<file path="config.mk">
export PLATFORM = sky130hd
export DESIGN_NAME = cacm_channel
export DESIGN_NICKNAME = d
export VERILOG_FILES = /design/src/cacm_pkg.sv /design/src/cacm_edge.sv /design/src/cacm_channel.sv
export VERILOG_INCLUDE_DIRS = /design/src
export SDC_FILE = /design/constraint.sdc
export NUM_CORES = 1
export LEC_CHECK = 0
export BUFFER_PORTS_ARGS = -buffer_cell sky130_fd_sc_hd__buf_4
export CAP_MARGIN = 30
export CORE_ASPECT_RATIO = 1.5
export CORE_MARGIN = 3
export CORE_UTILIZATION = 61
export CTS_CLUSTER_SIZE = 40
export DETAILED_ROUTE_END_ITERATION = 8
export PLACE_DENSITY = 0.84
export SETUP_SLACK_MARGIN = 0.3
export SKIP_LAST_GASP = 1
export SLEW_MARGIN = 10
export SYNTH_ARGS = -nofsm -noshare
export SYNTH_HDL_FRONTEND = slang
export SYNTH_SLANG_ARGS = --single-unit
</file>
<file path="constraint.sdc">
create_clock -name clock -period 3.4 [get_ports clock]
set_clock_uncertainty 0.2 [all_clocks]
set_input_delay 0.34 -clock clock [delete_from_list [all_inputs] [get_ports clock]]
set_output_delay 0.34 -clock clock [all_outputs]
set_load 0.1 [all_outputs]
</file>
<file path="src/cacm_defines.svh">
// register addresses, field positions and reset values of the counter array channel block
`ifndef CACM_DEFINES_SVH
`define CACM_DEFINES_SVH
`define CACM_ADDR_PWMCFG 8'hd9
`define CACM_ADDR_CPM0 8'hda
`define CACM_ADDR_CNT_LO 8'hf9
`define CACM_ADDR_CNT_HI 8'hfa
`define CACM_ADDR_CAP_LO 8'hfb
`define CACM_ADDR_CAP_HI 8'hfc
`define CACM_ADDR_STATUS 8'hd8
`define CACM_BIT_WIDE 7
`define CACM_BIT_CMP 6
`define CACM_BIT_RISE 5
`define CACM_BIT_FALL 4
`define CACM_BIT_MATCH 3
`define CACM_BIT_TOG 2
`define CACM_BIT_PWM 1
`define CACM_BIT_IRQ 0
`define CACM_BIT_FLAG 0
`define CACM_BIT_RUN 6
`define CACM_CYCLE_LENGTH_FIELD_LSB 0
`define CACM_MODE_RESET 8'h00
`define CACM_BYTE_RESET 8'h00
`define CACM_CYCLE_LENGTH_FIELD_8 3'h0
`define CACM_CYCLE_LENGTH_FIELD_9 3'h1
`define CACM_CYCLE_LENGTH_FIELD_10 3'h2
`define CACM_CYCLE_LENGTH_FIELD_11 3'h3
`endif

</file>
<file path="src/cacm_pkg.sv">
// types shared by the counter array channel block
package cacm_pkg;
  typedef struct packed {
    logic wide;
    logic cmp;
    logic rise;
    logic fall;
    logic match;
    logic toggle_enable;
    logic pwm;
    logic irq;
  } cacm_mode_s;

  typedef struct packed {
    logic wr;
    logic rd;
    logic [7:0] addr;
    logic [7:0] wdata;
  } cacm_sfr_s;
endpackage

</file>
<file path="src/cacm_edge.sv">
// two-flop pin synchroniser with registered rise and fall detection
module cacm_edge (
  input wire logic clock,
  input wire logic sys_rst,
  input wire logic pin,
  output logic rise,
  output logic fall
);
  typedef struct packed {
    logic s1;
    logic s2;
    logic s3;
    logic rise;
    logic fall;
  } cacm_edge_s;
  cacm_edge_s st_q, st_d;

  always_comb begin
    st_d = st_q;
    st_d.s1 = pin;
    st_d.s2 = st_q.s1;
    st_d.s3 = st_q.s2;
    st_d.rise = st_q.s2 & ~st_q.s3;
    st_d.fall = ~st_q.s2 & st_q.s3;
  end

  always_ff @(posedge clock or posedge sys_rst) begin
    if (sys_rst) begin
      st_q <= '0;
    end else begin
      st_q <= st_d;
    end
  end

  assign rise = st_q.rise;
  assign fall = st_q.fall;
endmodule // cacm_edge

</file>
<file path="src/cacm_channel.sv">
// counter array: 16-bit counter plus channel 0 capture, compare, toggle, pwm and frequency output
// What this block does
// - bit 7 picks 16-bit versus 8-11 bit pwm
// - bit 6 enables compare; cleared means none
// - bit 5 captures on rising pin edges
// - bit 4 captures falling edges; both gives either
// - bit 3 sets flag on counter match
// - bit 2 toggles pin on counter match
// - toggle plus pwm gives frequency output
// - bit 1 drives pwm waveform on pin
// - bit 0 gates flag onto interrupt request
// - counter low byte readable and writable
// - low byte read snapshots the high byte
// - cycle length field picks 8/9/10/11 bits
`include "cacm_defines.svh"
module cacm_channel
  import cacm_pkg::*;
(
  input wire logic clock,
  input wire logic sys_rst,
  input wire logic count_tick,
  input wire logic sfr_wr,
  input wire logic sfr_rd,
  input wire logic [7:0] sfr_addr,
  input wire logic [7:0] sfr_wdata,
  output logic [7:0] sfr_rdata,
  input wire logic channel0_pin_in,
  output logic channel0_pin_out,
  output logic channel0_pin_oe,
  output logic irq_req
);
  typedef struct packed {
    cacm_mode_s mode;
    logic [15:0] count;
    logic [7:0] hi_snap;
    logic [15:0] capcmp;
    logic [10:0] reload;
    logic [2:0] cyc_len;
    logic reload_sel;
    logic flag;
    logic run;
    logic pin;
    logic [7:0] rdata;
  } cacm_state_s;

  cacm_state_s st_q, st_d;
  cacm_sfr_s bus;
  logic edge_rise, edge_fall;
  logic match_hit, capture_hit, cyc_wrap, pwm_mode, freq_mode;
  logic [15:0] cyc_mask;

  // counter bits that make up one pwm cycle for the selected length
  function automatic logic [15:0] len_mask(input logic [2:0] sel);
    unique case (sel)
      `CACM_CYCLE_LENGTH_FIELD_8: len_mask = 16'h00ff;
      `CACM_CYCLE_LENGTH_FIELD_9: len_mask = 16'h01ff;
      `CACM_CYCLE_LENGTH_FIELD_10: len_mask = 16'h03ff;
      `CACM_CYCLE_LENGTH_FIELD_11: len_mask = 16'h07ff;
      default: len_mask = 16'h00ff;
    endcase
  endfunction

  cacm_edge u_edge (
    .clock(clock),
    .sys_rst(sys_rst),
    .pin(channel0_pin_in),
    .rise(edge_rise),
    .fall(edge_fall)
  );

  assign bus = '{wr: sfr_wr, rd: sfr_rd, addr: sfr_addr, wdata: sfr_wdata};
  assign cyc_mask = len_mask(st_q.cyc_len);
  assign pwm_mode = st_q.mode.pwm & ~st_q.mode.toggle_enable;
  assign freq_mode = st_q.mode.pwm & st_q.mode.toggle_enable;
  // compare only acts while enabled and the counter is running
  assign match_hit = st_q.mode.cmp & st_q.run & count_tick &
    (st_q.count[7:0] == st_q.capcmp[7:0]) &
    (freq_mode | (st_q.count[15:8] == st_q.capcmp[15:8]));
  assign capture_hit = (st_q.mode.rise & edge_rise) | (st_q.mode.fall & edge_fall);
  assign cyc_wrap = ((st_q.count & cyc_mask) == cyc_mask) & st_q.run & count_tick;

  always_comb begin
    st_d = st_q;
    if (st_q.run && count_tick) begin
      st_d.count = st_q.count + 16'h0001;
    end
    if (bus.rd && bus.addr == `CACM_ADDR_CNT_LO) begin
      st_d.hi_snap = st_q.count[15:8];
    end
    // read data registered one cycle after the strobe
    st_d.rdata = 8'h00;
    if (bus.rd) begin
      unique case (bus.addr)
        `CACM_ADDR_CPM0: st_d.rdata = st_q.mode;
        `CACM_ADDR_CNT_LO: st_d.rdata = st_q.count[7:0];
        `CACM_ADDR_CNT_HI: st_d.rdata = st_q.hi_snap;
        `CACM_ADDR_CAP_LO: st_d.rdata = st_q.reload_sel ? st_q.reload[7:0] : st_q.capcmp[7:0];
        `CACM_ADDR_CAP_HI: st_d.rdata = st_q.reload_sel ? {5'h00, st_q.reload[10:8]} : st_q.capcmp[15:8];
        `CACM_ADDR_PWMCFG: st_d.rdata = {st_q.reload_sel, 4'h0, st_q.cyc_len};
        `CACM_ADDR_STATUS: st_d.rdata = {1'b0, st_q.run, 5'h00, st_q.flag};
        default: st_d.rdata = 8'h00;
      endcase
    end
    // 8-11 bit pwm reloads its compare value, masked to the cycle length, at each cycle wrap
    if (cyc_wrap && pwm_mode && !st_q.mode.wide) begin
      st_d.capcmp = {5'h00, st_q.reload} & cyc_mask;
    end
    if (match_hit && st_q.mode.match) begin
      st_d.flag = 1'b1;
    end
    if (match_hit && st_q.mode.toggle_enable) begin
      st_d.pin = ~st_q.pin;
      if (freq_mode) begin
        st_d.capcmp[7:0] = 8'(st_q.capcmp[7:0] + st_q.capcmp[15:8]);
      end
    end
    if (pwm_mode) begin
      // pin low while counter below compare value, high from match to wrap
      if (st_q.mode.wide) begin
        st_d.pin = st_q.mode.cmp & (st_q.count >= st_q.capcmp);
      end else begin
        st_d.pin = st_q.mode.cmp & ((st_q.count & cyc_mask) >= (st_q.capcmp & cyc_mask));
      end
    end
    if (bus.wr) begin
      unique case (bus.addr)
        `CACM_ADDR_CPM0: st_d.mode = bus.wdata;
        `CACM_ADDR_CNT_LO: st_d.count[7:0] = bus.wdata;
        `CACM_ADDR_CNT_HI: st_d.count[15:8] = bus.wdata;
        `CACM_ADDR_CAP_LO: begin
          if (st_q.reload_sel) begin
            st_d.reload[7:0] = bus.wdata;
          end else begin
            st_d.capcmp[7:0] = bus.wdata;
          end
          st_d.mode.cmp = 1'b0;
        end
        `CACM_ADDR_CAP_HI: begin
          if (st_q.reload_sel) begin
            st_d.reload[10:8] = bus.wdata[2:0];
          end else begin
            st_d.capcmp[15:8] = bus.wdata;
          end
          st_d.mode.cmp = 1'b1;
        end
        `CACM_ADDR_PWMCFG: begin
          st_d.reload_sel = bus.wdata[7];
          st_d.cyc_len = bus.wdata[`CACM_CYCLE_LENGTH_FIELD_LSB +: 3];
        end
        `CACM_ADDR_STATUS: begin
          st_d.run = bus.wdata[`CACM_BIT_RUN];
          st_d.flag = bus.wdata[`CACM_BIT_FLAG];
        end
        default: st_d.mode = st_d.mode;
      endcase
    end
    // hardware events beat a software clear in the same cycle
    if (capture_hit) begin
      st_d.capcmp = st_q.count;
      st_d.flag = 1'b1;
    end
    if (match_hit && st_q.mode.match) begin
      st_d.flag = 1'b1;
    end
  end

  always_ff @(posedge clock or posedge sys_rst) begin
    if (sys_rst) begin
      st_q <= '0;
    end else begin
      st_q <= st_d;
    end
  end

  assign sfr_rdata = st_q.rdata;
  assign channel0_pin_out = st_q.pin;
  assign channel0_pin_oe = st_q.mode.toggle_enable | st_q.mode.pwm;
  assign irq_req = st_q.mode.irq & st_q.flag;
endmodule // cacm_channel

</file>
## Word level (Yosys, flattened, before mapping)

Index checks and enable logic that the tools add are counted.

| word-level totals | value |
|---|---|
| register bits after elaboration | 79 |
| input bits | 22 |
| word-level logic and storage cells | 112 |

| operators by class | value |
|---|---|
| add/sub/neg operators | 2 |
| $lt $le $gt $ge | 2 |
| equality and inequality tests | 13 |
| multiplexer cells | 31 |
| bitwise logic cells | 25 |
| reductions and logical operators | 15 |

Operator list:

| operator | count |
|---|---|
| two-way mux 8 bit | 13 |
| two-way mux 16 bit | 4 |
| == test 8 bit (second input constant) | 7 |
| case mux 8 bit (7 select lines) | 1 |
| two-way mux 33 bit | 1 |
| case mux 11 bit (3 select lines) | 1 |
| AND 16 bit | 2 |
| >= comparator 16 bit | 2 |
| adder 16 x 1 -> 16 bit (second input constant) | 1 |
| AND 11 x 16 -> 16 bit | 1 |
| == test 16 bit | 1 |
| == test 8 bit | 2 |
| AND 1 bit | 15 |
| adder 8 bit | 1 |
| AND reduction 2 bit | 4 |
| == test 3 x 2 -> 1 bit (second input constant) | 2 |
| logical AND 1 bit | 6 |
| two-way mux 1 bit | 6 |
| two-way mux 3 bit | 2 |
| AND reduction 3 bit | 2 |
| two-way mux 4 bit | 1 |
| NOT 1 bit | 4 |
| == test 3 x 1 -> 1 bit (second input constant) | 1 |
| bitwise OR 1 bit | 3 |
| 5 further kinds | 5 |

## Depth between registers and ports, before layout

Gate-level depths: netlist of run 1.

| depth | value |
|---|---|
| depth after elaboration | 16 |
| mapped depth | 9 |

## Modules after synthesis

From an unflattened synthesis of run 1, not the netlist that was laid out.

| second synthesis, totals | value |
|---|---|
| cells, all modules | 509 |
| area, all modules | 4947.2 um^2 |

By module, submodules not included:

| module | times used | cells an instance | area each (um^2) |
|---|---|---|---|
| cacm_channel | 1 | 501 | 4803.4 |
| cacm_edge | 1 | 8 | 143.9 |

## Least setup slack after synthesis of run 1

OpenSTA, ideal clock, no wires.

| timing path | value |
|---|---|
| path kind | flip-flop to flip-flop |
| start point | register st_q[35] in the netlist's numbering |
| end point | register st_q (netlist bit channel0_pin_out) |
| data arrival time | 1.831 ns |
| path slack | 1.233 ns |
| stages on the path, launching flop included | 9 |
| buffers on the path | 0 |
| cells stage by stage | dfrtp_1 -> inv_1 -> ha_1 -> a21o_1 -> a221oi_1 -> o21ai_0 -> a311o_1 -> o21ai_0 -> a221oi_1 |

| on the way | value |
|---|---|
| longest elaborated chain between the ends | 5 |
| elaborated cells on any way between the ends | 12 |

RTL lines:

| what | RTL line | source |
|---|---|---|
| start, declared | cacm_channel.sv:46 | `cacm_state_s st_q, st_d;` |
| start signal, assigned | cacm_channel.sv:171 | `st_q <= st_d;` |
| AND 16 bit or == test 8 bit (tied branches) | cacm_channel.sv:122, cacm_channel.sv:78 |  |
| >= comparator 16 bit or bitwise OR 1 bit (tied branches) | cacm_channel.sv:122, cacm_channel.sv:78 |  |
| AND 1 bit, on equally long branches | cacm_channel.sv:122, cacm_channel.sv:77 |  |
| two-way mux 1 bit or logical AND 1 bit (tied branches) | cacm_channel.sv:119, cacm_channel.sv:111 |  |
| two-way mux 1 bit or nonzero test 2 bit (tied branches) | - |  |

Parallel ways exist; a longest one is shown, timed or not.
A chain may end at the register's enable or synchronous reset.

==> run metrics, run 1 <==
status completed; internal power 0.002141 W; Setup Viol. Count Final 0; critical path capture point type flop; Post-synth EDFFs 0; first-pass GRT wire length 22500 um; die height 116.2 um; diode count 0; Area after DPL 5234 um^2; initial antenna violation count 0; drt pass-1 iters 6; share of layout cells above drive strength 1 20.33%; Slew @ Worst Pin 0.8009 ns; Net Switching 0.001135 W; remaining design rule violation count 0; routed vias 4339; FF-to-FF Start st_q[51]$_DFF_PP0_; IO Count 33; Max VDD drop 432.6 uV; Max Cap Viol 0; clock sink count 79; hold slack final 0.09958 ns; Crit Path Category reg2reg; R2R Path End st_q[32]$_DFF_PP0_; Worst Min Path Start sfr_wdata[4]; RSZ-0062 raised after global routing false; GR Overflow Total 0; worst hold endpoint st_q[70]$_DFFE_PP0P_; Hold Path Stages 2; Clk pwr share 32.2%; fin crit period 2.636 ns; Setup TNS Final 0 ns; TritonCTS clock tree yes; Synth Net Count 557; row cnt 39; Fillers 567; Post-DP HPWL 10320 um; Total Routing Usage GR 32.43%; Post-synth ARST share 100.0%; Unique masters post-synth 65; Util after Layout 71.86%; core area 7759 um^2; DP Cell Count 625; port bufs 32; Final Max Slew Viols 0; #FFs+latches synth 79; Synth Instances 507; synth-to-layout area growth 12.84%; vias per cell 6.748; worst path arrival time 2.65 ns; Antenna Nets Post-Route 0; top_reg_cell synth dfrtp_1; drt wl/cell 21.71 um; worst-path fanout max 13; FF-to-FF setup slack 0.76 ns; synthesized area per cell 9.746 um^2; cts repair resizes 0; final WL 13960 um; clk_lat worst skew 0.35 ns; Nets 586; Post-Syn Area 4941 um^2; TritonCTS buffer count 9; Synth warnings 0; Req. time, crit path 3.41 ns; Switching Share 34.65%; 1st-iter DRT viols 616; number of global-route vias before repair 4427; die footprint 9238 um^2; Seq/Total Area, Yosys 40.01%; Max Root-Sink Buffers 2; leakage power total 2.550 nW; hold crit path type in2reg; post-layout instance area 5575 um^2; non-filler instance count after layout 643; Reg power frac 37.8%; fmax 379.4 MHz; Die W 79.49 um; Reg clk slew, reported paths 0.06 ns; Startpoint Class flop; worst reg2reg path depth 7; routability congestion estimate 0.9727; Initial Util 63.68%; PwrDens 587.6 nW/um^2; Worst slew margin 46.31%; Final Hold Viols 0; largest net degree at the start of global routing 40; H-tree depth 3; clock root buffer master clkbuf_16; combinational share of power 30.0%; post-route clock period utilization 77.53%
-- layout make-up --
class	instances	area (um^2)	area share, %
flip-flops and latches	79	1977	35.46
clock inverters	6	92.59	1.661
multi-input cells	382	2733	49.01
well taps	102	127.6	2.289
inverters	22	83.83	1.504
repair buffers	42	332.8	5.969
clock buffers	10	229.0	4.107
-- metal layers --
metal / wire, um / share of wire (%) / up-vias / global-route usage [%]
li1: - / - / 1897 / -
met1: 5054 / 36 / 2114 / 38.20
met2: 6927 / 50 / 255 / 53.65
met3: 1073 / 7.7 / 73 / 6.559
met4: 902 / 6.5 / 0 / 20.87
met5: 0 / 0 / - / 0
-- timing repair --
| action | CTS | global route |
|---|---|---|
| buffers inserted | 0 | 0 |
| hold buffers | 2 | 0 |
| endpoints found under the hold margin | 22 | 0 |
-- cell families after synthesis --
| group | count (synthesis) | synth area share [%] |
|---|---|---|
| and+or+nand+nor | 158 | 16.41 |
| AOI/OAI and AO/OA | 130 | 17.70 |
| DFF | 79 | 40.01 |
| buffers and inverters | 46 | 4.685 |
| muxes | 46 | 10.41 |
| adders and majority gates | 28 | 7.242 |
| xor gates and xnor gates | 20 | 3.545 |
-- Yosys cell counts (3+ instances only) --
| master | number | share of area [%] |
|---|---|---|
| dfrtp_1 | 79 | 40 |
| nor2_1 | 49 | 3.7 |
| nand2_1 | 36 | 2.7 |
| mux2_2 | 35 | 8.0 |
| a21oi_1 | 30 | 3.0 |
| ha_1 | 27 | 6.8 |
| o21ai_0 | 24 | 2.4 |
| inv_1 | 22 | 1.7 |
| nand3_1 | 13 | 1.3 |
| xnor2_1 | 13 | 2.3 |
| a221oi_1 | 10 | 1.8 |
| a22oi_1 | 10 | 1.5 |
| a21o_1 | 9 | 1.4 |
| mux2i_1 | 9 | 1.8 |
| and2_1 | 8 | 1.0 |
| buf_4 | 8 | 1.2 |
| clkbuf_1 | 8 | 0.61 |
| and3_1 | 7 | 0.89 |
| nor2b_1 | 7 | 0.89 |
| xor2_1 | 7 | 1.2 |
| nand4_1 | 6 | 0.76 |
| o22ai_1 | 6 | 0.76 |
| a211oi_1 | 5 | 0.76 |
| a21boi_0 | 5 | 0.76 |
| a222oi_1 | 5 | 1.0 |
| a22o_1 | 5 | 0.89 |
| nor2_2 | 5 | 0.63 |
| buf_2 | 4 | 0.41 |
| or2_2 | 4 | 0.51 |
| and4_1 | 3 | 0.53 |
| nand2b_1 | 3 | 0.38 |
| nand3b_1 | 3 | 0.46 |
-- placed cells by master, fill, tap and decap left out, types with 5 or more instances in the layout --
cell,instances
inv_1,21
a21oi_1,30
a221oi_1,10
a21boi_0,5
dfrtp_1,79
nor2_1,49
nand3_1,13
xnor2_1,13
a21o_1,9
nand4_1,6
a211oi_1,5
o22ai_1,6
a222oi_1,5
nand2_1,36
clkbuf_16,9
ha_1,27
and3_1,7
buf_4,39
xor2_1,7
mux2_2,35
nor2b_1,7
mux2i_1,9
o21ai_0,24
a22o_1,5
a22oi_1,10
nor2_2,5
and2_1,8
-- state kept, by name (all words and copies together), names as in the netlist --
| register | flops |
|---|---|
| u_edge.rise | 1 |
| u_edge.st_d | 2 |
| u_edge.st_q | 1 |
| sfr_rdata | 8 |
| u_edge.fall | 1 |
| channel0_pin_out | 1 |
| st_q | 65 |
-- critical path, stage by stage, from the launching register on --
cell,delay (ns)
dfrtp_1,0.45
ha_1,0.25
nand3_1,0.10
nor2_2,0.22
and4_1,0.65
mux2_2,0.41
mux2i_1,0.13
a21oi_1,0.08
-- how the worst max path moves through the flow --
| stage | start | endpoint | slack, ns | depth (start not counted) |
|---|---|---|---|---|
| detailed placement | st_q[51]$_DFF_PP0_ | st_q[32]$_DFF_PP0_ | 0.84 | 7 |
| CTS | st_q[51]$_DFF_PP0_ | st_q[32]$_DFF_PP0_ | 0.82 | 7 |
| global route | st_q[51]$_DFF_PP0_ | st_q[32]$_DFF_PP0_ | 0.63 | 7 |
| floorplan | sys_rst | channel0_pin_out$_DFFE_PP0P_ | 0.84 | 1 |
| global placement | st_q[51]$_DFF_PP0_ | st_q[32]$_DFF_PP0_ | 0.94 | 7 |
| finish | st_q[51]$_DFF_PP0_ | st_q[32]$_DFF_PP0_ | 0.76 | 7 |
-- power by group through the flow --
stage | Combinational [W] | Clock, W | Sequential (W)
final | 0.000982 | 0.00105 | 0.00124
after global placement | 0.000894 | 0 | 0.00123
after CTS | 0.000963 | 0.00105 | 0.00123
after floorplan | 0.000704 | 0 | 0.00119
after global routing | 0.00108 | 0.00110 | 0.00125
after detailed placement | 0.000951 | 0 | 0.00124
-- stage by stage --
stage,power [W],setup slack [ns]
floorplan,0.001897,0.8366
global placement,0.002128,0.9399
detailed placement,0.002194,0.8388
CTS,0.003245,0.8158
global route,0.003428,0.6271
finish,0.003276,0.7639
Note: power is estimated with default switching activity, not from simulation.
==> run 2, diff against run 1 <==
Settings changed: ABC_AREA from default to 1, CORE_UTILIZATION 61 to 56, PLACE_DENSITY 0.84 to 0.81.
Clock period 3.4 ns to 2.1 ns, I/O delays scaled along.
==> run 2 against run 1 <==
Clock power rose by 54%. First-iteration DRC count rose by 17%. Global-route usage rose by 1.6 points. Setup slack got worse by 0.75 ns. Sequential cell count did not move. Design area rose by 25%. Fmax rose by 27%. Critical path type unchanged. Critical endpoint is now st_q[28]$_DFF_PP0_. Largest cell class unchanged.
==> run metrics, run 2 <==
#FFs+latches synth 79; fmax 480.3 MHz; Startpoint Class flop; CP bufs+invs 4; PnR worst setup slack 0.01812 ns; post-route clock period utilization 99.14%; port bufs 32; Crit Path Category reg2reg; CP max stage delay 0.43 ns; Setup Viol. Count Final 0; synth-to-layout area growth 31.08%; Total Routing Usage GR 34.06%; clock sink count 79; synthesized area per cell 7.083 um^2; IO Count 33; Hold Path Stages 3; die height 125.2 um; TritonCTS clock tree yes; max FFs per register 65; FF-to-FF Start st_q[55]$_DFF_PP0_; Synth warnings 0; Synth area leaders dfrtp_1 (37%), nand2_1 (16%), inv_1 (7.1%); Cell Chain, Critical Path ha_4, nand2_1, inv_1, nand2_2, nor2_4, nand2_2, buf_4, buf_6, inv_6, nand3_4, nor2_1, nor2_1, nand2_1, nand2_1, nand2_1; Fillers 661; GR Overflow Total 0; Yosys top cell area share 37.26%; row cnt 42; worst setup path endpoint st_q[28]$_DFF_PP0_; commonest non-fill, non-tap cell in the layout nand2_1; Slew @ Worst Pin 0.6249 ns; drt wl/cell 19.35 um; Worst slew margin 58.24%; Antenna Nets Post-Route 0; slowest stage cell, crit path dfrtp_1; Final Max Slew Viols 0; Post-synth EDFFs 0; Initial Util 58.69%; Max Root-Sink Buffers 2; routability congestion estimate 1.029; FF-to-FF setup slack 0.02 ns; remaining design rule violation count 0; Synth Net Count 799; TritonCTS buffer count 9; critical path capture point type flop; dpl ws -0.01297 ns; vias per cell 5.971; leakage power total 3.538 nW; CP delay by family, top simple AND/OR/NAND/NOR gates; status completed; Post-synth ARST share 100.0%; H-tree depth 3; Post-DP HPWL 12880 um; Nets 893; first-pass GRT wire length 28190 um; area leader, netlist dfrtp_1; share of layout cells above drive strength 1 28.66%; Reg clk slew, reported paths 0.06 ns; most frequent cells in the layout nand2_1 (216), inv_1 (87), buf_4 (81), dfrtp_1 (69), o21ai_0 (40); 1st-iter DRT viols 722; top_reg_cell synth dfrtp_1; clk_lat worst skew 0.34 ns; worst reg2reg path depth 15; fin crit period 2.082 ns; drt pass-1 iters 6; Biggest register st_q; routed vias 5720; number of global-route vias before repair 5556; Synth Instances 749; die footprint 10700 um^2; Max VDD drop 634.0 uV; most common cell in the synthesized netlist nand2_1; Req. time, crit path 2.18 ns; worst-path fanout max 3; Util after Layout 76.94%; Unique masters post-synth 40; cell mode on critical path nand2_1; diode count 0; Post-Syn Area 5305 um^2; largest net degree at the start of global routing 80; worst setup path start st_q[55]$_DFF_PP0_; initial antenna violation count 0; final WL 18540 um; worst path arrival time 2.16 ns; synth cell count leaders nand2_1 (227), inv_1 (101), dfrtp_1 (79), nand3_1 (49), o21ai_0 (44); hold crit path type in2reg; PwrDens 775.9 nW/um^2; Seq/Total Area, Yosys 37.26%; core area 9039 um^2; Max Cap Viol 0; CP Depth 15; clock root buffer master clkbuf_16; Die W 85.47 um; R2R Path End st_q[28]$_DFF_PP0_; Final Hold Viols 0; RSZ-0062 raised after global routing true
[run 2: cell count changes in the layout (fill, tap and decap cells not counted), moves of 22 or more]
cell / previous run / this run
buf_4: 39 / 81
inv_1: 21 / 87
mux2_2: 35 / 0
inv_2: 0 / 27
nand2_1: 36 / 216
o21ai_1: 2 / 24
[run 2: timing repair]
item,in CTS,in global routing
gates resized for setup,45,73
hold buffers,9,0
hold endpoints to repair,98,0
pin swaps,25,31
setup buffers,22,8
setup endpoints to repair,22,27
gates cloned,2,0
[run 2: layout make-up]
| class | count | area [um^2] | area share, % |
|---|---|---|---|
| Timing Repair Buffer | 101 | 839.6 | 12.07 |
| Tap cell | 110 | 137.6 | 1.979 |
| Sequential cell | 79 | 1989 | 28.61 |
| Multi-Input combinational cell | 528 | 3172 | 45.61 |
| Clock buffer | 9 | 225.2 | 3.239 |
| Inverter | 122 | 489.2 | 7.035 |
| Timing Repair inverter | 2 | 23.77 | 0.3418 |
| Clock inverter | 7 | 77.57 | 1.116 |
[run 2: kinds of logic after synthesis]
kind of cell             Yosys count  share of synthesized area [%]
buffers and inverters            142                          10.97
multiplexers                       1                         0.1887
flip-flops                        79                          37.26
AO/OA/AOI/OAI                    127                          12.92
XOR/XNOR                          11                          1.816
adder cells (fa/ha/maj)           28                          6.745
AND/OR/NAND/NOR                  361                          30.09
[run 2: metal layers]
layer  vias up  GRT usage, %  routed length (um)
met2       346         56.91                9113
met1      2686         42.51                6885
li1       2593             -                   -
met3        95         4.674                1408
met4         0         17.24                1134
met5         -             0                   0
[run 2: power by group]
group / switching, W / internal [W] / total (W)
clock network: 0.000684 / 0.000934 / 0.00162
registers: 0.000193 / 0.00169 / 0.00188
logic: 0.00114 / 0.000759 / 0.00190
[run 2: stage by stage]
step,total power [W],std cells,hold WS [ns],area (um^2),setup TNS (ns)
floorplan,0.002858,749,0.04143,5340,0
global placement,0.003336,901,0.1232,5834,0
detailed placement,0.003362,901,0.1221,5834,-0.01641
CTS,0.005159,950,0.009807,6585,0
global route,0.005648,958,0.02052,6954,-0.5522
finish,0.005395,958,0.01443,6954,0
[run 2: worst min-delay path by stage]
stage                    start                  endpoint  slack (ns)
6_report          sfr_wdata[6]        st_q[64]$_DFF_PP0_        0.01
5_1_grt           sfr_wdata[6]        st_q[64]$_DFF_PP0_        0.02
4_1_cts           sfr_wdata[6]        st_q[64]$_DFF_PP0_        0.01
3_5_place_dp   channel0_pin_in  u_edge.st_d[3]$_DFF_PP0_        0.12
3_3_place_gp   channel0_pin_in  u_edge.st_d[3]$_DFF_PP0_        0.12
2_1_floorplan  channel0_pin_in  u_edge.st_d[3]$_DFF_PP0_        0.04
[run 2: worst register-to-register path: stages (launching register included)]
cell and delay [ns]:
dfrtp_1 0.43, ha_4 0.28, nand2_1 0.06, inv_1 0.07
nand2_2 0.09, nor2_4 0.11, nand2_2 0.09, buf_4 0.14
buf_6 0.12, inv_6 0.06, nand3_4 0.07, nor2_1 0.10
nor2_1 0.05, nand2_1 0.06, nand2_1 0.05, nand2_1 0.05
==> run 3, diff against run 2 <==
Settings changed: REMOVE_ABC_BUFFERS from default to 1.
==> run 3 against run 2 <==
Global-route usage grew 2.6 points. Final cell count grew 2.7%. Combinational power grew 12%. Core utilization grew 1.4 points. Largest power group unchanged. Routed wire length grew 4.6%. Fmax grew 0.99%. Critical path type unchanged. Clock power grew 4%.
==> run metrics, run 3 (synthesized netlist as in run 2, its figures left out) <==
status completed; TritonCTS clock tree yes; Worst slew margin 63.11%; Clk pwr share 29.7%; largest net degree at the start of global routing 80; die height 125.2 um; Final Max Slew Viols 0; non-filler instance count after layout 984; Die W 85.47 um; Setup Viol. Count Final 0; worst-path fanout max 4; drt wl/cell 19.71 um; post-route clock period utilization 98.16%; fmax 485.1 MHz; M2 GR Usage 60.35%; initial antenna violation count 0; met1 Use GR 45.09%; GR peak layer met2; Biggest register st_q; Fillers 661; Antenna Nets Post-Route 0; Nets 919; Slew @ Worst Pin 0.5521 ns; Post-DP HPWL 13670 um; port bufs 32; Startpoint Class flop; clk_lat worst skew 0.34 ns; row cnt 42; vias per cell 5.836; H-tree depth 3; Max Cap Viol 0; clock root buffer master clkbuf_16; Reg power frac 32.8%; CP max stage delay 0.43 ns; share of layout cells above drive strength 1 28.03%; PwrDens 799.6 nW/um^2; Initial Util 58.69%; drt pass-1 iters 5; Req. time, crit path 2.13 ns; routed vias 5743; number of global-route vias before repair 5749; leakage power total 3.663 nW; dpl ws -0.01526 ns; max FFs per register 65; slowest stage cell, crit path dfrtp_2; Max VDD drop 722.2 uV; diode count 0; IO Count 33; 1st-iter DRT viols 625; internal power 0.003593 W; core area 9039 um^2; Cell Chain, Critical Path buf_6, ha_4, nand4_4, buf_6, nor2_4, nand2_4, nor2_4, nand2_1, nand2_1, nand3_2, o31ai_2, inv_2; post-layout instance area 7078 um^2; remaining design rule violation count 0; combinational share of power 37.4%; clock sink count 79; Total Routing Usage GR 36.65%; Reg clk slew, reported paths 0.07 ns; critical path capture point type flop; first-pass GRT wire length 30220 um; Switching Share 36.50%; Max Root-Sink Buffers 2; PnR worst setup slack 0.03859 ns; Area after DPL 5943 um^2; met3 layer usage reported by global route 7.505%; Crit Path Category reg2reg; Net Switching 0.002066 W; RSZ-0062 raised after global routing true; die footprint 10700 um^2; synth-to-layout area growth 33.42%; Final Hold Viols 0; GR Overflow Total 0; commonest non-fill, non-tap cell in the layout nand2_1; most frequent cells in the layout nand2_1 (213), buf_4 (102), inv_1 (90), dfrtp_1 (75), o21ai_0 (40); DP Cell Count 920; worst path arrival time 2.09 ns; routability congestion estimate 0.9957; TritonCTS buffer count 9; final WL 19400 um; fin crit period 2.061 ns; hold crit path type in2reg
run 3: cell types whose count changed in the layout (fill, tap and decap cells not counted), sizes merged:
cell and change:
clkbuf +2, inv +1, clkinv -3, buf +26, clkinvlp -1, dlygate4sd3 +1
run 3: metrics by stage:
stage	util, %	power [W]	TNS, ns	hold WS (ns)
final	78.31	0.005659	0	0.04532
after global routing	78.31	0.005932	-0.2136	0.07623
after CTS	74.81	0.005365	0	0.03970
after detailed placement	65.75	0.003423	-0.04388	0.1214
after global placement	65.75	0.003382	0	0.1201
after floorplan	-	0.002830	-26.34	0.04143
run 3: power groups by stage:
stage	clock, W	sequential [W]	combinational (W)
global placement	0	0.00185	0.00153
global route	0.00176	0.00187	0.00231
finish	0.00168	0.00186	0.00212
floorplan	0	0.00193	0.000905
detailed placement	0	0.00185	0.00157
CTS	0.00169	0.00183	0.00185
run 3: worst paths after layout:
check	start	to	slack [ns]	depth (start not counted)
worst max-delay path	st_q[51]$_DFF_PP0_	st_q[64]$_DFF_PP0_	0.04	12
worst min-delay path	sfr_wr	st_q[72]$_DFFE_PP0P_	0.05	3
worst max register to register	st_q[51]$_DFF_PP0_	st_q[64]$_DFF_PP0_	0.04	12
worst min register to register	u_edge.st_d[3]$_DFF_PP0_	u_edge.st_d[2]$_DFF_PP0_	0.16	0
max in group asynchronous	sys_rst	st_q[70]$_DFFE_PP0P_	1.03	4
min in group asynchronous	sys_rst	st_q[72]$_DFFE_PP0P_	0.31	4
run 3: timing repair:
| item | 4_1_cts | 5_1_grt |
|---|---|---|
| pin swaps | 30 | 42 |
| endpoints found under the setup margin | 22 | 36 |
| resized for setup | 51 | 53 |
| setup buffers | 23 | 14 |
| gates cloned | 1 | 0 |
| hold endpoints to repair | 99 | 0 |
| hold buffers | 10 | 0 |
run 3: layout make-up:
| cell class | instances | area (um^2) | share of cell area, % |
|---|---|---|---|
| multi-input combinational | 528 | 3095 | 43.73 |
| sequential | 79 | 1982 | 28.00 |
| timing repair buffer | 128 | 1067 | 15.08 |
| inverter | 122 | 474.2 | 6.700 |
| clock buffer | 11 | 252.7 | 3.571 |
| tap | 110 | 137.6 | 1.944 |
| clock inverter | 5 | 62.56 | 0.8839 |
| timing repair inverter | 1 | 6.256 | 0.08839 |
run 3: layer usage:
layer  vias to the layer above  wire, um
met4                         0      1053
met5                         -         0
met2                       315      9533
met1                      2708      7233
met3                        85      1577
li1                       2635         -
run 3: critical path, delay by kind of cell (launching register included):
| kind | cells | cell delay, ns |
|---|---|---|
| buffers and inverters | 3 | 0.34 |
| DFF | 1 | 0.43 |
| and+or+nand+nor | 7 | 0.72 |
| AOI/OAI and AO/OA | 1 | 0.10 |
| adders and majority gates | 1 | 0.15 |
